`config.mk`:
```
export PLATFORM = sky130hd
export DESIGN_NAME = dcc_top
export DESIGN_NICKNAME = d
export VERILOG_FILES = /design/src/pkg/dcc_pkg.sv /design/src/core/dcc_top.sv /design/src/core/dcc_tick.sv /design/src/core/dcc_zone.sv
export SDC_FILE = /design/constraint.sdc
export NUM_CORES = 2
export LEC_CHECK = 0
export BUFFER_PORTS_ARGS = -buffer_cell sky130_fd_sc_hd__clkbuf_2
export CORE_MARGIN = 2
export CORE_UTILIZATION = 55
export DETAILED_ROUTE_END_ITERATION = 10
export MAX_ROUTING_LAYER = met4
export PLACE_DENSITY = 0.72
export SLEW_MARGIN = 40
export SYNTH_ARGS = -nofsm -noshare
export SYNTH_HDL_FRONTEND = slang
export SYNTH_SLANG_ARGS = --single-unit
export TNS_END_PERCENT = 100
```
`constraint.sdc`:
```
create_clock -name aclk -period 7 [get_ports aclk]
set_input_delay 0.7 -clock aclk [delete_from_list [all_inputs] [get_ports aclk]]
set_output_delay 0.7 -clock aclk [all_outputs]
set_load 0.1 [all_outputs]
```
`src/pkg/dcc_pkg.sv`:
```
// Shared constants and types for the detector call conditioner
package dcc_pkg;
  localparam int NUM_ZONES = 8;
  localparam int NUM_OUTS  = 8;
  localparam int TW        = 8;
  localparam int CLK_HZ    = 40_000_000;
  localparam int TICK_US   = 100_000;
  localparam int TICK_CYC  = (CLK_HZ / 1_000_000) * TICK_US;

  // ==========================================================
  // register map
  localparam logic [7:0] CTRL_OFS   = 8'h00;
  localparam logic [7:0] STATUS_OFS = 8'h04;
  localparam logic [7:0] OCFG_BASE  = 8'h20;
  localparam logic [7:0] ZCFG_BASE  = 8'h40;

  localparam int CTRL_NOINH_BIT = 0;
  localparam int CTRL_FORCE_BIT = 1;
  localparam int OCFG_MODE_LSB  = 0;
  localparam int OCFG_DLY_LSB   = 8;
  localparam int OCFG_EXT_LSB   = 16;
  localparam int ZCFG_FN_LSB    = 0;
  localparam int ZCFG_DIR_BIT   = 2;
  localparam int ZCFG_OUT_LSB   = 4;
  localparam int ZCFG_PLEN_LSB  = 8;
  localparam int STAT_ZONE_LSB  = 8;

  localparam logic [1:0]  CTRL_RST = 2'h0;
  localparam logic [23:0] OCFG_RST = 24'h000000;
  localparam logic [15:0] ZCFG_RST = 16'h0100;

  localparam logic [1:0] RESP_OKAY   = 2'h0;
  localparam logic [1:0] RESP_SLVERR = 2'h2;

  // ==========================================================
  // modes and states
  typedef enum logic [1:0] {
    OM_FULL_DELAY, OM_NORMAL_DELAY, OM_EXTEND, OM_DELAY_EXTEND
  } dcc_omode_t;

  typedef enum logic [1:0] {
    ZF_PRESENCE, ZF_DIR_PRESENCE, ZF_PULSE, ZF_DIR_PULSE
  } dcc_zfn_t;

  typedef enum logic [1:0] {TS_IDLE, TS_CALL, TS_EXT} dcc_tstate_t;
endpackage

```
`src/core/dcc_top.sv`:
```
// Detector call conditioner: zones, per-output timing and AXI4-Lite registers
// ==========================================================
// Contract
// RQ1: each output has its own timing mode, delay and extend setting.
// RQ2: full-time delay timer runs on detection regardless of phase green.
// RQ3: normal delay skips delay timing while green, unless option disables this.
// RQ4: extend mode holds the call for extend time after vehicle leaves.
// RQ5: delay/extend mode accepts a call only after the delay expires.
// RQ6: delay/extend call holds until zone empty and extend fully elapsed.
// RQ7: delay/extend re-entry during extend keeps call and restarts extend.
// RQ8: after extend expiry the delay must expire again before a new call.
// RQ9: each zone takes exactly one of four detection functions.
// RQ10: at least eight independent detection zones per camera.
// RQ11: at least eight separate call outputs per camera.
// RQ12: zones may overlap; each is evaluated and routed independently.
// RQ13: call asserted within 112 ms of vehicle arrival.
// RQ14: zone and output settings can be rewritten at any time.
// RQ15: camera or emulator failure forces calls on all outputs.
// RQ16: pulse zones emit one fixed configurable pulse per entry.
// RQ17: directional zones respond only to motion in their set direction.
// RQ18: timers count a shared free-running tick and clear on reset.
`timescale 1ns/10ps
module dcc_top import dcc_pkg::*; #(
  parameter int NZ          = NUM_ZONES,
  parameter int NOUT        = NUM_OUTS,
  parameter int TICK_CYCLES = TICK_CYC
) (
  input  wire logic            aclk,
  input  wire logic            aresetn,
  input  wire logic [7:0]      s_axi_awaddr,
  input  wire logic [2:0]      s_axi_awprot,
  input  wire logic            s_axi_awvalid,
  output logic                 s_axi_awready,
  input  wire logic [31:0]     s_axi_wdata,
  input  wire logic [3:0]      s_axi_wstrb,
  input  wire logic            s_axi_wvalid,
  output logic                 s_axi_wready,
  output logic [1:0]           s_axi_bresp,
  output logic                 s_axi_bvalid,
  input  wire logic            s_axi_bready,
  input  wire logic [7:0]      s_axi_araddr,
  input  wire logic [2:0]      s_axi_arprot,
  input  wire logic            s_axi_arvalid,
  output logic                 s_axi_arready,
  output logic [31:0]          s_axi_rdata,
  output logic [1:0]           s_axi_rresp,
  output logic                 s_axi_rvalid,
  input  wire logic            s_axi_rready,
  input  wire logic [NZ-1:0]   zone_occ,
  input  wire logic [NZ-1:0]   zone_motion,
  input  wire logic [NOUT-1:0] phase_green,
  input  wire logic            cam_fail,
  output logic [NOUT-1:0]      det_call
);
  typedef struct packed {
    logic [1:0]                ctrl;
    logic [NOUT-1:0][23:0]     ocfg;
    logic [NZ-1:0][15:0]       zcfg;
    dcc_tstate_t [NOUT-1:0]    st;
    logic [NOUT-1:0][TW-1:0]   cnt;
    logic [NOUT-1:0]           call;
    logic                      bvalid;
    logic [1:0]                bresp;
    logic                      rvalid;
    logic [1:0]                rresp;
    logic [31:0]               rdata;
  } dcc_top_st_t;

  dcc_top_st_t       s_q, s_d;
  logic              tick;
  logic [NZ-1:0]     zone_act;
  logic [NOUT-1:0]   det;
  dcc_omode_t        mode    [NOUT];
  logic [TW-1:0]     eff_dly [NOUT];
  logic [TW-1:0]     eff_ext [NOUT];
  logic              fail;
  logic              aw_take;
  logic              ar_take;
  logic              wr_hit;
  logic [23:0]       wdat_lo;

  // ==========================================================
  // decode helpers
  function automatic logic f_hit(input logic [7:0] a, input logic [7:0] base, input int n);
    return (a[7:5] == base[7:5]) && (int'(a[4:2]) < n);
  endfunction

  function automatic logic f_mapped(input logic [7:0] a);
    return (a == CTRL_OFS) || (a == STATUS_OFS) || f_hit(a, OCFG_BASE, NOUT) || f_hit(a, ZCFG_BASE, NZ);
  endfunction

  function automatic logic [31:0] f_merge(input logic [31:0] old, input logic [31:0] wd, input logic [3:0] be);
    logic [31:0] r;
    r = old;
    for (int b = 0; b < 4; b++) begin
      if (be[b]) r[8*b +: 8] = wd[8*b +: 8];
    end
    return r;
  endfunction

  // ==========================================================
  // time base and zones
  dcc_tick #(
    .TICK_CYCLES (TICK_CYCLES)
  ) u_tick (
    .aclk    (aclk),
    .aresetn (aresetn),
    .tick    (tick)
  );

  for (genvar z = 0; z < NZ; z++) begin : g_zone // [RQ10]
    dcc_zone #(
      .W (TW)
    ) u_zone (
      .aclk    (aclk),
      .aresetn (aresetn),
      .tick    (tick),
      .occ     (zone_occ[z]),
      .motion  (zone_motion[z]),
      .fn      (s_q.zcfg[z][ZCFG_FN_LSB +: 2]), // [RQ9]
      .dir     (s_q.zcfg[z][ZCFG_DIR_BIT]),
      .plen    (s_q.zcfg[z][ZCFG_PLEN_LSB +: TW]),
      .active  (zone_act[z])
    );
  end

  // overlapping zones each feed their own chosen output
  always_comb begin
    det = '0;
    for (int z = 0; z < NZ; z++) begin
      for (int o = 0; o < NOUT; o++) begin
        if (int'(s_q.zcfg[z][ZCFG_OUT_LSB +: 3]) == o) det[o] = det[o] | zone_act[z]; // [RQ12]
      end
    end
  end

  // ==========================================================
  // per-output timing parameters
  for (genvar i = 0; i < NOUT; i++) begin : g_cfg // [RQ11]
    assign mode[i] = dcc_omode_t'(s_q.ocfg[i][OCFG_MODE_LSB +: 2]); // [RQ1]
    // green bypasses delay in normal mode; the option keeps full-time behaviour
    assign eff_dly[i] = ((mode[i] == OM_EXTEND) || ((mode[i] == OM_NORMAL_DELAY) && phase_green[i] // [RQ3]
                        && !s_q.ctrl[CTRL_NOINH_BIT])) ? '0 : s_q.ocfg[i][OCFG_DLY_LSB +: TW]; // [RQ2]
    assign eff_ext[i] = ((mode[i] == OM_EXTEND) || (mode[i] == OM_DELAY_EXTEND)) // [RQ4]
                        ? s_q.ocfg[i][OCFG_EXT_LSB +: TW] : '0;
  end

  assign fail    = cam_fail || s_q.ctrl[CTRL_FORCE_BIT];
  assign aw_take = s_axi_awvalid && s_axi_wvalid && !s_q.bvalid;
  assign ar_take = s_axi_arvalid && !s_q.rvalid;
  assign wr_hit  = f_mapped(s_axi_awaddr);
  assign wdat_lo = s_axi_wdata[23:0];

  // ==========================================================
  // next state
  always_comb begin
    logic [2:0] idx;
    idx = '0;
    s_d = s_q;

    // write channel: address and data are taken in the same cycle
    if (s_q.bvalid && s_axi_bready) s_d.bvalid = 1'b0;
    if (aw_take) begin
      idx = s_axi_awaddr[4:2];
      s_d.bvalid = 1'b1;
      s_d.bresp  = wr_hit ? RESP_OKAY : RESP_SLVERR;
      if (s_axi_awaddr == CTRL_OFS) begin
        s_d.ctrl = 2'(f_merge({30'h00000000, s_q.ctrl}, s_axi_wdata, s_axi_wstrb));
      end else if (f_hit(s_axi_awaddr, OCFG_BASE, NOUT)) begin
        s_d.ocfg[idx] = 24'(f_merge({8'h00, s_q.ocfg[idx]}, s_axi_wdata, s_axi_wstrb)); // [RQ14]
      end else if (f_hit(s_axi_awaddr, ZCFG_BASE, NZ)) begin
        s_d.zcfg[idx] = 16'(f_merge({16'h0000, s_q.zcfg[idx]}, s_axi_wdata, s_axi_wstrb)); // [RQ14]
      end
    end

    // read channel
    if (s_q.rvalid && s_axi_rready) s_d.rvalid = 1'b0;
    if (ar_take) begin
      s_d.rvalid = 1'b1;
      s_d.rdata  = '0;
      s_d.rresp  = f_mapped(s_axi_araddr) ? RESP_OKAY : RESP_SLVERR;
      if (s_axi_araddr == CTRL_OFS) begin
        s_d.rdata[1:0] = s_q.ctrl;
      end else if (s_axi_araddr == STATUS_OFS) begin
        s_d.rdata[NOUT-1:0] = s_q.call;
        s_d.rdata[STAT_ZONE_LSB +: NZ] = zone_act;
      end else if (f_hit(s_axi_araddr, OCFG_BASE, NOUT)) begin
        s_d.rdata[23:0] = s_q.ocfg[s_axi_araddr[4:2]];
      end else if (f_hit(s_axi_araddr, ZCFG_BASE, NZ)) begin
        s_d.rdata[15:0] = s_q.zcfg[s_axi_araddr[4:2]];
      end
    end

    // call timers, one per output
    for (int i = 0; i < NOUT; i++) begin
      unique case (s_q.st[i])
        TS_IDLE: begin
          if (!det[i]) begin
            s_d.cnt[i] = '0;
          end else if (s_q.cnt[i] >= eff_dly[i]) begin // [RQ5]
            s_d.st[i]  = TS_CALL;
            s_d.cnt[i] = '0;
          end else if (tick) begin
            s_d.cnt[i] = s_q.cnt[i] + 1'b1; // [RQ2] [RQ18]
          end
        end
        TS_CALL: begin
          s_d.cnt[i] = '0;
          if (!det[i]) s_d.st[i] = (eff_ext[i] == '0) ? TS_IDLE : TS_EXT; // [RQ4] [RQ6]
        end
        TS_EXT: begin
          if (det[i]) begin
            s_d.st[i]  = TS_CALL; // [RQ7]
            s_d.cnt[i] = '0;
          end else if (s_q.cnt[i] >= eff_ext[i]) begin
            s_d.st[i]  = TS_IDLE; // [RQ8]
            s_d.cnt[i] = '0;
          end else if (tick) begin
            s_d.cnt[i] = s_q.cnt[i] + 1'b1; // [RQ18]
          end
        end
        default: begin
          s_d.st[i]  = TS_IDLE;
          s_d.cnt[i] = '0;
        end
      endcase
      // a failed camera must never leave an approach uncalled
      s_d.call[i] = fail || (s_d.st[i] != TS_IDLE); // [RQ15] [RQ13]
    end
  end

  always_ff @(posedge aclk) begin
    if (!aresetn) begin
      s_q      <= '0; // [RQ18]
      s_q.ctrl <= CTRL_RST;
      for (int i = 0; i < NOUT; i++) begin
        s_q.ocfg[i] <= OCFG_RST;
      end
      for (int z = 0; z < NZ; z++) begin
        s_q.zcfg[z] <= ZCFG_RST | 16'(z << ZCFG_OUT_LSB);
      end
    end else begin
      s_q <= s_d;
    end
  end

  // ==========================================================
  // outputs
  assign s_axi_awready = aw_take;
  assign s_axi_wready  = aw_take;
  assign s_axi_bvalid  = s_q.bvalid;
  assign s_axi_bresp   = s_q.bresp;
  assign s_axi_arready = !s_q.rvalid;
  assign s_axi_rvalid  = s_q.rvalid;
  assign s_axi_rresp   = s_q.rresp;
  assign s_axi_rdata   = s_q.rdata;
  assign det_call      = s_q.call;

  for (genvar i = 0; i < NOUT; i++) begin : g_chk

  end
endmodule // dcc_top

```
`src/core/dcc_tick.sv`:
```
// Free-running time base for the call timers
`timescale 1ns/10ps
module dcc_tick import dcc_pkg::*; #(
  parameter int TICK_CYCLES = TICK_CYC
) (
  input  wire logic aclk,
  input  wire logic aresetn,
  output logic      tick
);
  localparam int CW = $clog2(TICK_CYCLES + 1);

  typedef struct packed {
    logic [CW-1:0] cnt;
    logic          tick;
  } dcc_tick_st_t;

  dcc_tick_st_t s_q, s_d;

  always_comb begin
    s_d = s_q;
    s_d.tick = 1'b0;
    if (s_q.cnt == CW'(TICK_CYCLES - 1)) begin // [RQ18]
      s_d.cnt  = '0;
      s_d.tick = 1'b1;
    end else begin
      s_d.cnt = s_q.cnt + 1'b1;
    end
  end

  always_ff @(posedge aclk) begin
    if (!aresetn) begin
      s_q <= '0; // [RQ18]
    end else begin
      s_q <= s_d;
    end
  end

  assign tick = s_q.tick;
endmodule // dcc_tick

```
`src/core/dcc_zone.sv`:
```
// One detection zone: presence, directional and pulse functions
`timescale 1ns/10ps
module dcc_zone import dcc_pkg::*; #(
  parameter int W = TW
) (
  input  wire logic         aclk,
  input  wire logic         aresetn,
  input  wire logic         tick,
  input  wire logic         occ,
  input  wire logic         motion,
  input  wire logic [1:0]   fn,
  input  wire logic         dir,
  input  wire logic [W-1:0] plen,
  output logic              active
);
  typedef struct packed {
    logic         prev;
    logic [W-1:0] cnt;
    logic         act;
  } dcc_zone_st_t;

  dcc_zone_st_t s_q, s_d;
  dcc_zfn_t     zfn;
  logic         is_dir;
  logic         is_pulse;
  logic         qual;

  assign zfn      = dcc_zfn_t'(fn); // [RQ9]
  assign is_dir   = (zfn == ZF_DIR_PRESENCE) || (zfn == ZF_DIR_PULSE);
  assign is_pulse = (zfn == ZF_PULSE) || (zfn == ZF_DIR_PULSE);
  // motion in the other direction is ignored
  assign qual     = occ && (!is_dir || (motion == dir)); // [RQ17]

  always_comb begin
    s_d = s_q;
    s_d.prev = qual;
    if (!is_pulse) begin
      s_d.act = qual;
      s_d.cnt = '0;
    end else if (qual && !s_q.prev) begin // [RQ16]
      s_d.act = 1'b1;
      s_d.cnt = '0;
    end else if (s_q.act && tick) begin
      // zero length behaves as one tick
      if (s_q.cnt + 1'b1 >= plen) begin // [RQ16]
        s_d.act = 1'b0;
      end else begin
        s_d.cnt = s_q.cnt + 1'b1;
      end
    end
  end

  always_ff @(posedge aclk) begin
    if (!aresetn) begin
      s_q <= '0;
    end else begin
      s_q <= s_d;
    end
  end

  assign active = s_q.act;
endmodule // dcc_zone

```
==> impl_metrics.prom <==
# TYPE chip_impl_metric gauge
chip_impl_info{name="result_of_the_run",value="complete, no violations"} 1
chip_impl_metric{name="crit_required",unit="ns"} 7.58
chip_impl_metric{name="cts_sinks",unit=""} 541
chip_impl_metric{name="row_count",unit=""} 87
chip_impl_metric{name="yosys.area_share.adder",unit="%"} 8.37
chip_impl_metric{name="die_area",unit="sq um"} 58700
chip_impl_info{name="final_common_cell",value="dfxtp_1"} 1
chip_impl_metric{name="grt_max_degree",unit=""} 146
chip_impl_metric{name="first_pass_iters",unit=""} 6
chip_impl_metric{name="antenna_violations_before_repair",unit=""} 2
chip_impl_metric{name="report.final.hold_viol_count",unit=""} 0
chip_impl_metric{name="final.period_utilization",unit="%"} 48.0
chip_impl_metric{name="max_cap_violations",unit=""} 0
chip_impl_metric{name="nFillCells",unit=""} 4878
chip_impl_metric{name="worst-endpoint-arrival",unit="ns"} 3.95
chip_impl_metric{name="place_hpwl",unit="um"} 68600
chip_impl_metric{name="dieWidth",unit="um"} 242
chip_impl_metric{name="floorplan.core_area",unit="sq um"} 56300
chip_impl_metric{name="ctsHoldBuffers",unit=""} 0
chip_impl_metric{name="drive_above_1_share",unit="%"} 13.0
chip_impl_metric{name="start_util",unit="%"} 55.5
chip_impl_metric{name="synth_async_sr_flop_share",unit="%"} 0
chip_impl_metric{name="report.final.setup_viol",unit=""} 0
chip_impl_metric{name="synth-compound-area-share",unit="%"} 13.7
chip_impl_metric{name="fin_skew",unit="ns"} 0.0288
chip_impl_metric{name="mappedNetlistArea",unit="sq um"} 31200
chip_impl_metric{name="cts_buffer_depth",unit=""} 3
chip_impl_metric{name="postPlaceCellArea",unit="sq um"} 31800
chip_impl_metric{name="die_height",unit="um"} 242
chip_impl_metric{name="ctsResizeCount",unit=""} 0
chip_impl_info{name="layout.cells.most_common_list",value="dfxtp_1, nand2_1, o21ai_0"} 1
chip_impl_metric{name="critical_path_buf_inv_count",unit=""} 0
chip_impl_metric{name="max-vdd-ir-drop",unit="uV"} 194
chip_impl_info{name="critPathCaptureType",value="flip-flop"} 1
chip_impl_metric{name="power.density_cell_area",unit="nW/um^2"} 205
chip_impl_metric{name="fin_total_pwr",unit="uW"} 6950
chip_impl_metric{name="cts.repair_timing.setup_buffer_count",unit=""} 0
chip_impl_metric{name="final-max-slew-violation-count",unit=""} 0
chip_impl_metric{name="via_per_inst",unit=""} 6.33
chip_impl_metric{name="place.detailed.instances",unit=""} 4150
chip_impl_metric{name="tritoncts.num_buffers",unit=""} 60
chip_impl_metric{name="number_of_remaining_drc_errors",unit=""} 0
chip_impl_metric{name="detailed_route_via_count",unit=""} 26994
chip_impl_info{name="worst_path_dominant_cell_family",value="simple AND/OR/NAND/NOR gates"} 1
chip_impl_metric{name="design_area",unit="sq um"} 33900
chip_impl_info{name="rsz0062_at_grt",value="no"} 1
chip_impl_info{name="clock-root-buffer",value="clkbuf_16"} 1
chip_impl_metric{name="boundaryPins",unit=""} 139
chip_impl_metric{name="placement.io_buffers",unit=""} 113
chip_impl_metric{name="post_drt_wl_per_cell",unit="um"} 22.3
chip_impl_metric{name="yosys.area_share.xor_xnor",unit="%"} 4.96
chip_impl_metric{name="post_synth_and_or_nand_nor_area_fraction",unit="%"} 20.0
chip_impl_info{name="tritoncts",value="done"} 1
chip_impl_metric{name="detail-route-antenna-nets",unit=""} 0
chip_impl_metric{name="holdWs",unit="ns"} 0.238
chip_impl_metric{name="ys_warn_count",unit=""} 0
chip_impl_metric{name="clock_latency",unit="ns"} 0.65
chip_impl_metric{name="wl",unit="um"} 95100
chip_impl_metric{name="drt_iter0_drc",unit=""} 3335
chip_impl_metric{name="max_freq",unit="MHz"} 297
chip_impl_metric{name="areaGrowthSynthToFinish",unit="%"} 8.60
chip_impl_metric{name="globalplace.congestion",unit=""} 0.981
chip_impl_metric{name="setup_total_negative_slack",unit="ns"} 0
chip_impl_metric{name="grt_use_total",unit="%"} 33.0
chip_impl_metric{name="postSynthCellCount",unit=""} 3498
chip_impl_metric{name="cellLeakagePower",unit="uW"} 0.0126
chip_impl_metric{name="number_of_nets_in_the_finished_design",unit=""} 3755
chip_impl_metric{name="global_route_wire_length_before_repair",unit="um"} 147000
chip_impl_metric{name="fin_crit",unit="ns"} 3.36
chip_impl_metric{name="post_synth.cell_area_avg",unit="sq um"} 8.93
chip_impl_info{name="min_path_type",value="input pin to flip-flop"} 1
chip_impl_metric{name="max_stage_delay",unit="ns"} 0.75
chip_impl_metric{name="vias_in_the_first_global_route",unit=""} 25100
chip_impl_metric{name="postSynthRegisterBits",unit=""} 541
chip_impl_info{name="largest_family_of_logic_cells_by_synthesized_area",value="simple AND/OR/NAND/NOR gates"} 1
chip_impl_metric{name="synth.lib_cells_used.distinct",unit=""} 74
chip_impl_metric{name="path_clk_slew",unit="ns"} 0.06
chip_impl_info{name="synth_ff_type",value="dfxtp_1"} 1
chip_impl_metric{name="synth.yosys.seq_area_share",unit="%"} 34.7
chip_impl_metric{name="clock_tree.htree_level_count",unit=""} 2
chip_impl_metric{name="reg2reg_setup_slack",unit="ns"} 3.64
chip_impl_metric{name="worst_slew_pin_slew",unit="ns"} 0.818
chip_impl_info{name="setup.worst_path.start_class",value="flip-flop"} 1
chip_impl_metric{name="multiplexer_share_of_the_synthesized_area",unit="%"} 13.2
chip_impl_metric{name="finalNonFillerCells",unit=""} 4266
chip_impl_info{name="crit_path_top_delay_cell",value="dfxtp_1"} 1
chip_impl_info{name="worstSetupPathType",value="flip-flop to flip-flop"} 1
chip_impl_metric{name="aggregate_global_routing_overflow",unit=""} 0
chip_impl_metric{name="critPathMaxFanout",unit=""} 10
chip_impl_metric{name="maxSlewHeadroom",unit="%"} 45.5
chip_impl_info{name="timing.critical_path.cells",value="nor3b_1 > mux2i_1 > nand2_1 > ha_1 > a211o_1 > a31oi_1 > o211ai_1 > mux2_1 > or3_1 > nor2_1"} 1
chip_impl_metric{name="synth_enable_flop_cells",unit=""} 0
## sequential cells by signal (all words and copies together), names as in the netlist
register and cells:
mode 16, g_zone.u_zone.s_q 72, s_axi_rresp 1, s_axi_rvalid 1
s_axi_bvalid 1, g_zone.u_zone.active 8, u_tick.tick 1, s_axi_rdata 24
det_call 8, s_axi_bresp 1, s_q 386, u_tick.s_q 22
## path summary, 6_finish.rpt
check	startpoint	end	depth (start not counted)
max	s_q[446]$_SDFFE_PN0P_	s_q[79]$_SDFF_PN0_	10
min	s_axi_rready	s_axi_rvalid$_SDFFE_PN0P_	2
max reg2reg	s_q[446]$_SDFFE_PN0P_	s_q[79]$_SDFF_PN0_	10
min reg2reg	u_tick.s_q[1]$_SDFF_PP0_	u_tick.s_q[1]$_SDFF_PP0_	1
## synthesized netlist by cell type (16+ instances only)
master	count	area, sq um
a21oi_1	87	435
inv_1	87	327
nor4_1	24	150
dfxtp_1	541	10800
nand3_1	165	826
ha_1	209	2620
o211ai_1	39	293
and2_1	19	119
buf_4	61	458
xnor2_1	42	368
a22o_1	19	166
nand4b_1	24	210
clkbuf_1	112	420
mux4_2	158	3560
o21a_1	38	285
nand2_1	526	1970
nor3_1	20	100
nor2b_1	16	100
nor3b_1	24	180
a22oi_1	29	218
buf_2	63	315
a211oi_1	34	255
xor2_1	135	1180
o21ai_0	330	1650
nor2_1	299	1120
or3_1	16	100
mux2i_1	47	470
and3_1	53	332
o21ai_1	18	90.1
nand2b_1	33	206
nand4_1	52	325
a2111oi_0	16	140
## per-stage QoR
stage | worst slack [ns] | utilization [%]
2_1_floorplan | 4.00 | -
3_3_place_gp | 3.33 | 56.4
3_5_place_dp | 3.30 | 56.5
4_1_cts | 3.70 | 60.2
5_1_grt | 3.35 | 60.3
6_report | 3.64 | 60.3
## layer usage
layer | vias to the layer above | share of wire (%) | track usage, %
met5 | - | 0 | -
met4 | 0 | 4.4 | 13.4
met3 | 252 | 13 | 8.67
met2 | 1544 | 42 | 46.4
met1 | 12713 | 41 | 44.9
li1 | 12485 | - | -
## area by class of cell
class                      instances  area (sq um)  area share [%]
antenna                            2          5.00          0.0148
clock buffer                      92          1760            5.20
clock inverter                    22           327           0.963
inverter                          87           327           0.963
multi-input combinational       2628         18900            55.8
sequential                       541         10800            31.9
tap                              756           946            2.79
timing repair buffer             138           786            2.32
## cell families (layout without fill, tap and decap cells)
| group | Yosys count | in the layout |
|---|---|---|
| buffers and inverters | 338 | 339 |
| xor gates and xnor gates | 177 | 177 |
| AOI/OAI and AO/OA | 694 | 694 |
| muxes | 210 | 210 |
| other | 1 | 12 |
| adders and majority gates | 209 | 209 |
| DFF | 541 | 541 |
| and+or+nand+nor | 1328 | 1328 |
## worst reg2reg max path, cell delays in order, from the launching register on
cell and delay [ns]:
dfxtp_1 0.75, nor3b_1 0.11, mux2i_1 0.46, nand2_1 0.13
ha_1 0.31, a211o_1 0.26, a31oi_1 0.21, o211ai_1 0.16
mux2_1 0.31, or3_1 0.46, nor2_1 0.16
## where the power goes
group | total, uW | switching [uW] | internal (uW)
Combinational | 461 | 347 | 113
Clock | 3360 | 1340 | 2020
Sequential | 3130 | 31.0 | 3100
Total | 6950 | 1710 | 5230
No activity file was read; power rests on OpenSTA's default activity.
